## config.mk

```make
export PLATFORM = sky130hd
export DESIGN_NAME = fdcapd_top
export DESIGN_NICKNAME = d
export VERILOG_FILES = /design/src/rtl/fdcapd_pkg.sv /design/src/rtl/fdcapd_top.sv
export VERILOG_INCLUDE_DIRS = /design/src /design/src/rtl
export SDC_FILE = /design/constraint.sdc
export NUM_CORES = 1
export LEC_CHECK = 0
export ABC_AREA = 1
export BUFFER_PORTS_ARGS = -buffer_cell sky130_fd_sc_hd__buf_4
export CORE_MARGIN = 2
export CORE_UTILIZATION = 45
export CTS_BUF_LIST = sky130_fd_sc_hd__clkbuf_8
export CTS_CLUSTER_DIAMETER = 40
export CTS_CLUSTER_SIZE = 16
export DETAILED_ROUTE_END_ITERATION = 6
export PLACE_DENSITY_LB_ADDON = 0.2
export SETUP_SLACK_MARGIN = 0.15
export SLEW_MARGIN = 15
export SYNTH_ARGS = -nofsm -noshare
export SYNTH_HDL_FRONTEND = slang
export SYNTH_SLANG_ARGS = --single-unit
```

## constraint.sdc

```tcl
create_clock -name clk_i -period 1.75 [get_ports clk_i]
set_input_delay 0.0875 -clock clk_i [delete_from_list [all_inputs] [get_ports clk_i]]
set_output_delay 0.0875 -clock clk_i [all_outputs]
set_load 0.02 [all_outputs]
```

## src/rtl/fdcapd_cfg.svh

```systemverilog
`ifndef FDCAPD_CFG_SVH
`define FDCAPD_CFG_SVH
`define FDCAPD_OFS_STATUS_A 3'h0
`define FDCAPD_OFS_STATUS_B 3'h1
`define FDCAPD_OFS_DOC 3'h2
`define FDCAPD_OFS_RATE_MSR 3'h4
`define FDCAPD_OFS_DATA 3'h5
`define FDCAPD_OFS_DIN_CCR 3'h7
`define FDCAPD_CR7_FDC_AUTO 7
`define FDCAPD_CR7_UART1_AUTO 5
`define FDCAPD_CR7_UART2_AUTO 6
`define FDCAPD_CR7_PAR_AUTO 4
`define FDCAPD_CR0_FDC_DIRECT 3
`define FDCAPD_DOC_MOTOR_LO 4
`define FDCAPD_DOC_RESET_N 2
`define FDCAPD_DSR_SWRESET 7
`define FDCAPD_DSR_POWERDOWN 6
`define FDCAPD_MSR_IDLE 8'h80
`define FDCAPD_DOC_RESET 8'h00
`define FDCAPD_DSR_RESET 8'h02
`define FDCAPD_CCR_RESET 8'h02
`define FDCAPD_IDLE_MS 10
`define FDCAPD_CLK_MHZ 100
`define FDCAPD_IDLE_CYC (`FDCAPD_IDLE_MS * 1000 * `FDCAPD_CLK_MHZ)
`endif

```

## src/rtl/fdcapd_pkg.sv

```systemverilog
package fdcapd_pkg;
	typedef struct packed {
		logic rd;
		logic wr;
		logic [2:0] addr;
		logic [7:0] wdata;
	} fdcapd_host_t;
	typedef struct packed {
		logic [3:0] moten;
		logic [3:0] dsel;
		logic wrdata;
		logic we;
	} fdcapd_drive_t;
	typedef enum logic [1:0] {
		FDCAPD_RUN = 2'b00,
		FDCAPD_AUTO_PD = 2'b01,
		FDCAPD_RATE_PD = 2'b10
	} fdcapd_state_t;
endpackage

```

## src/rtl/fdcapd_top.sv

```systemverilog
`timescale 1ns/10ps
`include "fdcapd_cfg.svh"
// Function
// - Auto powerdown allowed only while power config bit 7 is set.
// - Chip config zero bit 3 forces direct powerdown regardless.
// - Entry needs all motor enable bits zero.
// - Entry needs main status 80H and no pending command interrupt.
// - Entry needs the head unload timer expired.
// - Entry needs the 10 ms inactivity timer expired; all together.
// - Inactivity timer starts when auto powerdown is enabled.
// - Main status read or data port access reloads the timer.
// - Clearing the enable cancels timer and holds controller awake.
// - Rate-select powerdown overrides auto; auto resumes after it.
// - Reset pin or software reset wake runs the reset sequence.
// - Register-access wake keeps all state.
// - Setting a motor bit wakes; reading output control does not.
// - Main status read wakes.
// - Data port read or write wakes.
// - After wake timer reloads 10 ms; powers down again later.
// - Non-waking accesses keep powerdown, read true, retain writes.
// - Non-waking offsets 00H,01H,02H,04H write,07H.
// - Waking offsets 04H read and 05H.
// - Drive outputs disabled in powerdown; host side stays active.
// - One auto bit per logical device; direct bits for fdc and parallel only, uart ones tied to zero.
// - Output control or rate writes wake only for motor or reset.
module fdcapd_top #(
	parameter int unsigned IDLE_CYCLES = `FDCAPD_IDLE_CYC
) (
	input wire logic clk_i,
	input wire logic reset_i,
	input wire fdcapd_pkg::fdcapd_host_t host_i,
	output logic [7:0] rdata_o,
	input wire logic [7:0] chip_config_zero_i,
	input wire logic [7:0] power_config_register_i,
	input wire logic [7:0] main_status_i,
	input wire logic [7:0] drive_status_a_i,
	input wire logic [7:0] drive_status_b_i,
	input wire logic [7:0] digital_input_status_i,
	input wire logic [7:0] data_fifo_rdata_i,
	input wire logic cmd_int_i,
	input wire logic head_unload_expired_i,
	input wire fdcapd_pkg::fdcapd_drive_t drive_i,
	output fdcapd_pkg::fdcapd_drive_t drive_o,
	output fdcapd_pkg::fdcapd_drive_t drive_oe_o,
	output logic [7:0] digital_output_control_o,
	output logic [7:0] data_rate_select_o,
	output logic [7:0] config_control_o,
	output logic [3:0] dev_direct_pd_o,
	output logic [3:0] dev_auto_en_o,
	output logic fdc_powered_down_o,
	output logic fdc_soft_reset_o
);
	import fdcapd_pkg::*;
	// Count is a parameter so a bench can shorten the 10 ms wait
	localparam logic [23:0] IDLE_RELOAD = 24'(IDLE_CYCLES);

	// ==========================================
	// Host access decode
	function automatic logic hit(input fdcapd_host_t h, input logic [2:0] a);
		hit = (h.addr == a);
	endfunction

	logic auto_en;
	logic rd_msr, data_acc, motor_set, sw_reset, wake, enter_ok;
	logic rate_pd_req;
	logic [23:0] idle_cnt_r;
	fdcapd_state_t state_r;
	logic [7:0] doc_r, dsr_r, ccr_r;

	assign auto_en = power_config_register_i[`FDCAPD_CR7_FDC_AUTO];
	assign rd_msr = host_i.rd && hit(host_i, `FDCAPD_OFS_RATE_MSR);
	assign data_acc = (host_i.rd || host_i.wr)
		&& hit(host_i, `FDCAPD_OFS_DATA);
	// A write turning a motor bit on wakes, as does one clearing the reset bit; reads never do
	assign motor_set = host_i.wr && hit(host_i, `FDCAPD_OFS_DOC)
		&& ((host_i.wdata[7:4] & ~doc_r[7:4]) != 4'h0);
	assign sw_reset = host_i.wr && (
		(hit(host_i, `FDCAPD_OFS_DOC)
		&& !host_i.wdata[`FDCAPD_DOC_RESET_N])
		|| (hit(host_i, `FDCAPD_OFS_RATE_MSR)
		&& host_i.wdata[`FDCAPD_DSR_SWRESET]));
	assign wake = rd_msr || data_acc || motor_set || sw_reset;
	assign rate_pd_req = host_i.wr && hit(host_i, `FDCAPD_OFS_RATE_MSR)
		&& host_i.wdata[`FDCAPD_DSR_POWERDOWN]
		&& !host_i.wdata[`FDCAPD_DSR_SWRESET];
	assign enter_ok = auto_en
		&& (doc_r[7:4] == 4'h0)
		&& (main_status_i == `FDCAPD_MSR_IDLE) && !cmd_int_i
		&& head_unload_expired_i
		&& (idle_cnt_r == 24'h0);

	// ==========================================
	// Registers retained across powerdown
	// Writes land even while powered down so state survives the wake
	always_ff @(posedge clk_i) begin
		if (reset_i) begin
			doc_r <= `FDCAPD_DOC_RESET;
		end else if (host_i.wr && hit(host_i, `FDCAPD_OFS_DOC)) begin
			doc_r <= host_i.wdata;
		end
	end

	always_ff @(posedge clk_i) begin
		if (reset_i || sw_reset) begin
			dsr_r <= `FDCAPD_DSR_RESET;
		end else if (host_i.wr && hit(host_i, `FDCAPD_OFS_RATE_MSR)) begin
			dsr_r <= host_i.wdata;
		end
	end

	always_ff @(posedge clk_i) begin
		if (reset_i) begin
			ccr_r <= `FDCAPD_CCR_RESET;
		end else if (host_i.wr && hit(host_i, `FDCAPD_OFS_DIN_CCR)) begin
			ccr_r <= host_i.wdata;
		end
	end

	// ==========================================
	// Inactivity timer
	always_ff @(posedge clk_i) begin
		if (reset_i || !auto_en) begin
			idle_cnt_r <= IDLE_RELOAD;
		end else if (rd_msr || data_acc || wake) begin
			idle_cnt_r <= IDLE_RELOAD;
		end else if (idle_cnt_r != 24'h0) begin
			idle_cnt_r <= idle_cnt_r - 24'h1;
		end
	end

	// ==========================================
	// Power state
	always_ff @(posedge clk_i) begin
		if (reset_i) begin
			state_r <= FDCAPD_RUN;
		end else begin
			case (state_r)
				FDCAPD_RUN: begin
					if (rate_pd_req) begin
						state_r <= FDCAPD_RATE_PD;
					end else if (enter_ok && !wake) begin
						state_r <= FDCAPD_AUTO_PD;
					end
				end
				FDCAPD_AUTO_PD: begin
					if (rate_pd_req) begin
						state_r <= FDCAPD_RATE_PD;
					end else if (wake || !auto_en) begin
						state_r <= FDCAPD_RUN;
					end
				end
				FDCAPD_RATE_PD: begin
					if (wake) begin
						state_r <= FDCAPD_RUN;
					end
				end
				default: begin
					state_r <= FDCAPD_RUN;
				end
			endcase
		end
	end

	logic pd;
	assign pd = (state_r != FDCAPD_RUN)
		|| chip_config_zero_i[`FDCAPD_CR0_FDC_DIRECT];

	// ==========================================
	// Drive pin enables
	// One enable per tristated drive pin; all follow the power state
	logic [$bits(fdcapd_drive_t)-1:0] oe_nxt;
	genvar gi;
	generate
		for (gi = 0; gi < $bits(fdcapd_drive_t); gi = gi + 1) begin : g_oe
			assign oe_nxt[gi] = !pd;
		end
	endgenerate

	// ==========================================
	// Outputs
	// Drive pins tristate in powerdown; host read path stays live
	always_ff @(posedge clk_i) begin
		if (reset_i) begin
			drive_o <= '0;
			drive_oe_o <= '0;
			fdc_powered_down_o <= 1'b0;
			fdc_soft_reset_o <= 1'b0;
		end else begin
			drive_o <= drive_i;
			drive_oe_o <= oe_nxt;
			fdc_powered_down_o <= pd;
			fdc_soft_reset_o <= sw_reset;
		end
	end

	always_ff @(posedge clk_i) begin
		if (reset_i) begin
			rdata_o <= 8'h00;
		end else if (host_i.rd) begin
			case (host_i.addr)
				`FDCAPD_OFS_STATUS_A: rdata_o <= drive_status_a_i;
				`FDCAPD_OFS_STATUS_B: rdata_o <= drive_status_b_i;
				`FDCAPD_OFS_DOC: rdata_o <= doc_r;
				`FDCAPD_OFS_RATE_MSR: rdata_o <= main_status_i;
				`FDCAPD_OFS_DATA: rdata_o <= data_fifo_rdata_i;
				`FDCAPD_OFS_DIN_CCR: rdata_o <= digital_input_status_i;
				default: rdata_o <= 8'h00;
			endcase
		end
	end

	assign digital_output_control_o = doc_r;
	assign data_rate_select_o = dsr_r;
	assign config_control_o = ccr_r;
	// Per-device bits: fdc, uart1, uart2, parallel
	assign dev_auto_en_o = {power_config_register_i[`FDCAPD_CR7_PAR_AUTO],
		power_config_register_i[`FDCAPD_CR7_UART2_AUTO],
		power_config_register_i[`FDCAPD_CR7_UART1_AUTO],
		auto_en};
	assign dev_direct_pd_o = {chip_config_zero_i[2], 2'b00,
		chip_config_zero_i[`FDCAPD_CR0_FDC_DIRECT]};

	// ==========================================
	// Checks
	AST_DIRECT_PD: assert property (@(posedge clk_i) disable iff (reset_i)
		chip_config_zero_i[`FDCAPD_CR0_FDC_DIRECT] |=> fdc_powered_down_o)
		else $error("direct powerdown not shown");
	AST_NO_AUTO_OFF: assert property (@(posedge clk_i) disable iff (reset_i)
		!auto_en |=> state_r != FDCAPD_AUTO_PD)
		else $error("auto powerdown while disabled");
	AST_ENTRY_COND: assert property (@(posedge clk_i) disable iff (reset_i)
		state_r == FDCAPD_RUN ##1 state_r == FDCAPD_AUTO_PD
		|-> $past(idle_cnt_r) == 24'h0 && $past(doc_r[7:4]) == 4'h0)
		else $error("entry without conditions");
	AST_RELOAD: assert property (@(posedge clk_i) disable iff (reset_i)
		auto_en && (rd_msr || data_acc)
		|=> idle_cnt_r == IDLE_RELOAD)
		else $error("timer not reloaded");
	AST_COUNT: assert property (@(posedge clk_i) disable iff (reset_i)
		auto_en && $past(auto_en) && !wake && idle_cnt_r != 24'h0
		|=> idle_cnt_r == $past(idle_cnt_r) - 24'h1)
		else $error("timer not counting");
	AST_WAKE: assert property (@(posedge clk_i) disable iff (reset_i)
		state_r == FDCAPD_AUTO_PD && wake && !rate_pd_req
		|=> state_r == FDCAPD_RUN)
		else $error("wake ignored");
	AST_WAKE_WINS: assert property (@(posedge clk_i) disable iff (reset_i)
		state_r == FDCAPD_RUN && wake |=> state_r != FDCAPD_AUTO_PD)
		else $error("entered despite wake");
	AST_TRISTATE: assert property (@(posedge clk_i) disable iff (reset_i)
		state_r != FDCAPD_RUN |=> drive_oe_o == '0)
		else $error("drive pins enabled in powerdown");
	AST_DOC_READ: assert property (@(posedge clk_i) disable iff (reset_i)
		state_r == FDCAPD_AUTO_PD && host_i.rd && !rd_msr && !data_acc
		&& auto_en |=> state_r == FDCAPD_AUTO_PD)
		else $error("non-waking read woke the part");

	// ==========================================
	// Entry, exit, timer, soft reset, register and output checks

	AST_MOTOR_BLOCK: assert property (@(posedge clk_i)
		disable iff (reset_i) state_r == FDCAPD_RUN && doc_r[7:4] != 4'h0
		|=> state_r != FDCAPD_AUTO_PD)
		else $error("entry with a motor on");

	AST_BUSY_BLOCK: assert property (@(posedge clk_i)
		disable iff (reset_i) state_r == FDCAPD_RUN && cmd_int_i
		|=> state_r != FDCAPD_AUTO_PD)
		else $error("entry with interrupt pending");

	AST_HEAD_BLOCK: assert property (@(posedge clk_i)
		disable iff (reset_i) state_r == FDCAPD_RUN && !head_unload_expired_i
		|=> state_r != FDCAPD_AUTO_PD)
		else $error("entry before head unload");

	AST_TIMER_BLOCK: assert property (@(posedge clk_i)
		disable iff (reset_i) state_r == FDCAPD_RUN && idle_cnt_r != 24'h0
		|=> state_r != FDCAPD_AUTO_PD)
		else $error("entry before timer expiry");

	AST_ENTRY_GO: assert property (@(posedge clk_i)
		disable iff (reset_i) state_r == FDCAPD_RUN && enter_ok
		&& !wake && !rate_pd_req |=> state_r == FDCAPD_AUTO_PD)
		else $error("no entry with all conditions met");

	AST_DISABLE_RELOAD: assert property (@(posedge clk_i)
		disable iff (reset_i) !auto_en
		|=> idle_cnt_r == IDLE_RELOAD)
		else $error("timer runs while disabled");

	AST_DISABLE_EXIT: assert property (@(posedge clk_i)
		disable iff (reset_i) state_r == FDCAPD_AUTO_PD && !auto_en
		&& !rate_pd_req |=> state_r == FDCAPD_RUN)
		else $error("auto powerdown kept after disable");

	AST_RATE_ENTER: assert property (@(posedge clk_i)
		disable iff (reset_i) rate_pd_req && !wake
		|=> state_r == FDCAPD_RATE_PD)
		else $error("rate powerdown not taken");

	AST_RATE_EXIT: assert property (@(posedge clk_i)
		disable iff (reset_i) state_r == FDCAPD_RATE_PD && wake
		|=> state_r == FDCAPD_RUN)
		else $error("rate powerdown not left on wake");

	AST_RATE_HOLD: assert property (@(posedge clk_i)
		disable iff (reset_i) state_r == FDCAPD_RATE_PD && !wake
		|=> state_r == FDCAPD_RATE_PD)
		else $error("rate powerdown left without wake");

	AST_SWRESET_PULSE: assert property (@(posedge clk_i)
		disable iff (reset_i) sw_reset
		|=> fdc_soft_reset_o)
		else $error("soft reset pulse missing");

	AST_SWRESET_DSR: assert property (@(posedge clk_i)
		disable iff (reset_i) sw_reset
		|=> data_rate_select_o == `FDCAPD_DSR_RESET)
		else $error("rate select not reset");

	AST_DOC_HOLD: assert property (@(posedge clk_i)
		disable iff (reset_i) !(host_i.wr && hit(host_i, `FDCAPD_OFS_DOC))
		|=> $stable(digital_output_control_o))
		else $error("output control changed unwritten");

	AST_PD_CLEAR: assert property (@(posedge clk_i)
		disable iff (reset_i) !pd
		|=> !fdc_powered_down_o)
		else $error("powered down shown while running");

	AST_MOTOR_WAKE: assert property (@(posedge clk_i)
		disable iff (reset_i) state_r == FDCAPD_AUTO_PD && motor_set
		|=> state_r == FDCAPD_RUN)
		else $error("motor enable did not wake");

	AST_DATA_WAKE: assert property (@(posedge clk_i)
		disable iff (reset_i) state_r == FDCAPD_AUTO_PD && data_acc
		|=> state_r == FDCAPD_RUN)
		else $error("data port access did not wake");

	AST_REARM: assert property (@(posedge clk_i)
		disable iff (reset_i) auto_en && wake
		|=> idle_cnt_r == IDLE_RELOAD)
		else $error("timer not rearmed on wake");

	AST_NONWAKE_WRITE: assert property (@(posedge clk_i)
		disable iff (reset_i) state_r == FDCAPD_AUTO_PD && auto_en
		&& host_i.wr && hit(host_i, `FDCAPD_OFS_DIN_CCR)
		|=> state_r == FDCAPD_AUTO_PD && config_control_o == $past(host_i.wdata))
		else $error("config write woke or was lost");

	AST_READ_TRUE: assert property (@(posedge clk_i)
		disable iff (reset_i) host_i.rd && hit(host_i, `FDCAPD_OFS_STATUS_A)
		|=> rdata_o == $past(drive_status_a_i))
		else $error("status A read wrong");

	AST_MSR_READ: assert property (@(posedge clk_i)
		disable iff (reset_i) rd_msr
		|=> rdata_o == $past(main_status_i))
		else $error("main status read wrong");

	AST_DRIVE_COPY: assert property (@(posedge clk_i)
		disable iff (reset_i) 1'b1
		|=> drive_o == $past(drive_i))
		else $error("drive values not passed");

	AST_OE_RUN: assert property (@(posedge clk_i)
		disable iff (reset_i) !pd
		|=> drive_oe_o == '1)
		else $error("drive pins off while running");

	AST_DOC_WRITE_NOWAKE: assert property (@(posedge clk_i)
		disable iff (reset_i) state_r == FDCAPD_AUTO_PD && auto_en
		&& host_i.wr && hit(host_i, `FDCAPD_OFS_DOC) && !wake
		|=> state_r == FDCAPD_AUTO_PD)
		else $error("plain output control write woke");

	AST_PD_LAG: assert property (@(posedge clk_i)
		disable iff (reset_i) state_r != FDCAPD_RUN
		|=> fdc_powered_down_o)
		else $error("powerdown not shown");
endmodule

```

==> out/qor.yml <==
status: "finished clean"
clk_pin_slew_worst_paths_ps: 80
num_vias: 3648
reg2reg_slack_ps: 270
initial_core_util_pct: 46.1
leakage_nw: 2.26
row_count: 32
synth_area_leaders: "dfxtp_1 (40%), nand2_1 (11%), nor2_1 (7.9%), inv_1 (5.7%), a21oi_1 (4.8%)"
endpoint_kind: "register"
hpwlAfterDp_mm: 7.44
via_per_inst: 4.94
grt_use_total_pct: 23.0
port_buffers: 124
drive_above_1_share_pct: 27.0
routedWlPerCell_um: 13.2
syn_inst: 500
r2r-end: "idle_cnt_r[1]"
antenna_found_initial: 0
clkLatencyLatePin_ps: 350
die_h_um: 92.7
final_common_cell: "buf_4"
path_cells: "inv_2, ha_1, inv_1, nor3_1, nand3_1, nor2_1, buf_4, or2_2, a21oi_1"
rr_startpoint: "idle_cnt_r[0]"
fin_skew_ps: 10.5
areaGrowthSynthToFinish_pct: 36.2
synth-edff-count: 0
die-area_um2: 8600
netlist.area_leader.share_pct: 40.1
multi_input_area_um2: 1740
critPathSlowestCell: "dfxtp_2"
fin_nets: 717
power.internal_w: 0.00256
seq_area_um2: 1420
path_class: "reg -> reg"
max_cap_viol_count: 0
finalHoldViolCount: 0
final-setup-viol-count: 0
synth-seq-cells: 71
grt_max_degree: 26
gp_congestion: 0.902
rsz0062_at_grt: "true"
async_reset_ff_share_pct: 0
swShare_pct: 29.1
grt_pass1_vias: 3511
period_share_pct: 84.7
ys_types: 37
synth_warnings: 0
stdcell_area_um2: 4830
clock_sinks: 71
clock_power_share_pct: 34.8
ff2ff_path_depth: 9
netlist_area_um2: 3540
p_per_area_nw_per_um2: 748
grt_overflow: 0
pwr-share-seq_pct: 47.3
ys.flop_type: "dfxtp_1"
yosysSeqAreaShare_pct: 40.1
n_antenna_cell: 0
wl_mm: 9.77
final_util_pct: 62.8
critPathMaxStageDelay_ps: 390
firstDrtPassIters: 4
p_sw_w: 0.00105
core_area_um2: 7690
min_from: "host_i[0]"
numCtsBuffers: 9
arrival_ps: 1770
holdPathStages: 3
ios: 145
layout_common_cells: "buf_4 (134), nand2_1 (107), nor2_1 (75)"
placed_cell_area_um2: 4490
cts_tree: "done"
power_frac_comb_pct: 17.9
grt_first_pass_wirelength_mm: 15.8
fill_cells: 718
syn_area_per_cell_um2: 7.09
yosys.area.top_type: "dfxtp_1"
slew_violations: 0
min_period_ps: 1480
cts_max_path_buffers: 2
cts_root_buf: "clkbuf_8"
tns_ps: 0
drtIter0Drc: 130
hold_end: "config_control_o[0]"
timing.fmax_mhz: 674
die_w_um: 92.7
ant_nets: 0
drcViolationCount: 0
critPathLaunchType: "register"
htreeDepth: 3
critPathMaxFanout: 5
cp.required_ps: 2030
peakVddDrop_mv: 0.392
min-delay-path-class: "in -> reg"
through the flow:
stage / total power, W / hold slack [ps] / worst slack (ps) / cells
final: 0.00361 / 10.3 / 267 / 739
after global routing: 0.00377 / 18.8 / 114 / 739
after CTS: 0.00363 / 2.32 / 177 / 738
after detailed placement: 0.00236 / 175 / 198 / 709
after global placement: 0.00235 / 175 / 232 / 709
after floorplan: 0.00210 / 159 / 252 / 501
cells in the mapped netlist, types with 7 or more instances:
cell type	instances
buf_4	17
a22oi_1	7
inv_1	54
o21ai_0	23
nor3_1	10
a21oi_1	34
nand3_1	31
nor2_1	75
nand2_1	107
dfxtp_1	71
xor2_1	11
xnor2_1	7
metal layers:
layer / routed length, um / track usage (%) / share of wire, %
met5: 0 / 0 / 0
met4: 130 / 7.72 / 1.3
met3: 487 / 4.15 / 5.0
met2: 5120 / 41.6 / 52
met1: 4040 / 27.2 / 41
logic make-up after synthesis:
family                   after synthesis  share of synthesized area, %
buffers and inverters                 84                          11.3
adder cells (fa/ha/maj)                2                         0.706
flip-flops                            71                          40.1
XOR/XNOR                              18                          4.45
AO/OA/AOI/OAI                         73                          11.8
other                                  1                         0.106
AND/OR/NAND/NOR                      251                          31.6
area by class of cell:
class                   count  share of cell area, %
inverters                  58                   4.56
clock buffers              11                   3.14
repair buffers            146                   23.3
well taps                 102                   2.64
multi-input cells         346                   36.0
flip-flops and latches     71                   29.5
clock inverters             5                  0.830
power groups by stage:
stage               combinational (W)  sequential [W]  clock (W)
finish                       0.000648         0.00171    0.00126
global route                 0.000702         0.00172    0.00135
CTS                          0.000647         0.00171    0.00128
detailed placement           0.000619         0.00174          0
global placement             0.000608         0.00174          0
floorplan                    0.000314         0.00179          0
worst max-delay path, delay by kind of cell (launching register included):
kind	cells	cell delay, ps
simple gates	4	430
flops	1	390
buf+inv	3	290
fa+ha+maj	1	200
compound gates	1	120
how the worst max path moves through the flow:
stage / to / slack (ps) / startpoint / cells past startpoint
after floorplan: idle_cnt_r[10] / 250 / digital_output_control_o[6] / 9
after global placement: idle_cnt_r[1] / 230 / idle_cnt_r[0] / 9
after detailed placement: idle_cnt_r[1] / 200 / idle_cnt_r[0] / 9
after CTS: idle_cnt_r[1] / 180 / idle_cnt_r[0] / 9
after global routing: state_r[0] / 110 / idle_cnt_r[0] / 11
final: idle_cnt_r[1] / 270 / idle_cnt_r[0] / 9
sequential cells by signal, indices dropped and copies added, names as in the netlist:
name and count:
fdc_powered_down_o 1, config_control_o 8, fdc_soft_reset_o 1, drive_oe_o 1, state_r 2, rdata_o 8, drive_o 10, idle_cnt_r 24
digital_output_control_o 8, data_rate_select_o 8
what timing repair did:
item / 4_1_cts / 5_1_grt
buffers inserted: 1 / 1
cloned: 0 / 0
endpoints found under the hold margin: 13 / 0
pin swaps: 1 / 1
hold buffers: 12 / 0
gates resized for setup: 0 / 5
endpoints found under the setup margin: 1 / 20
No activity file was read; power rests on OpenSTA's default activity.
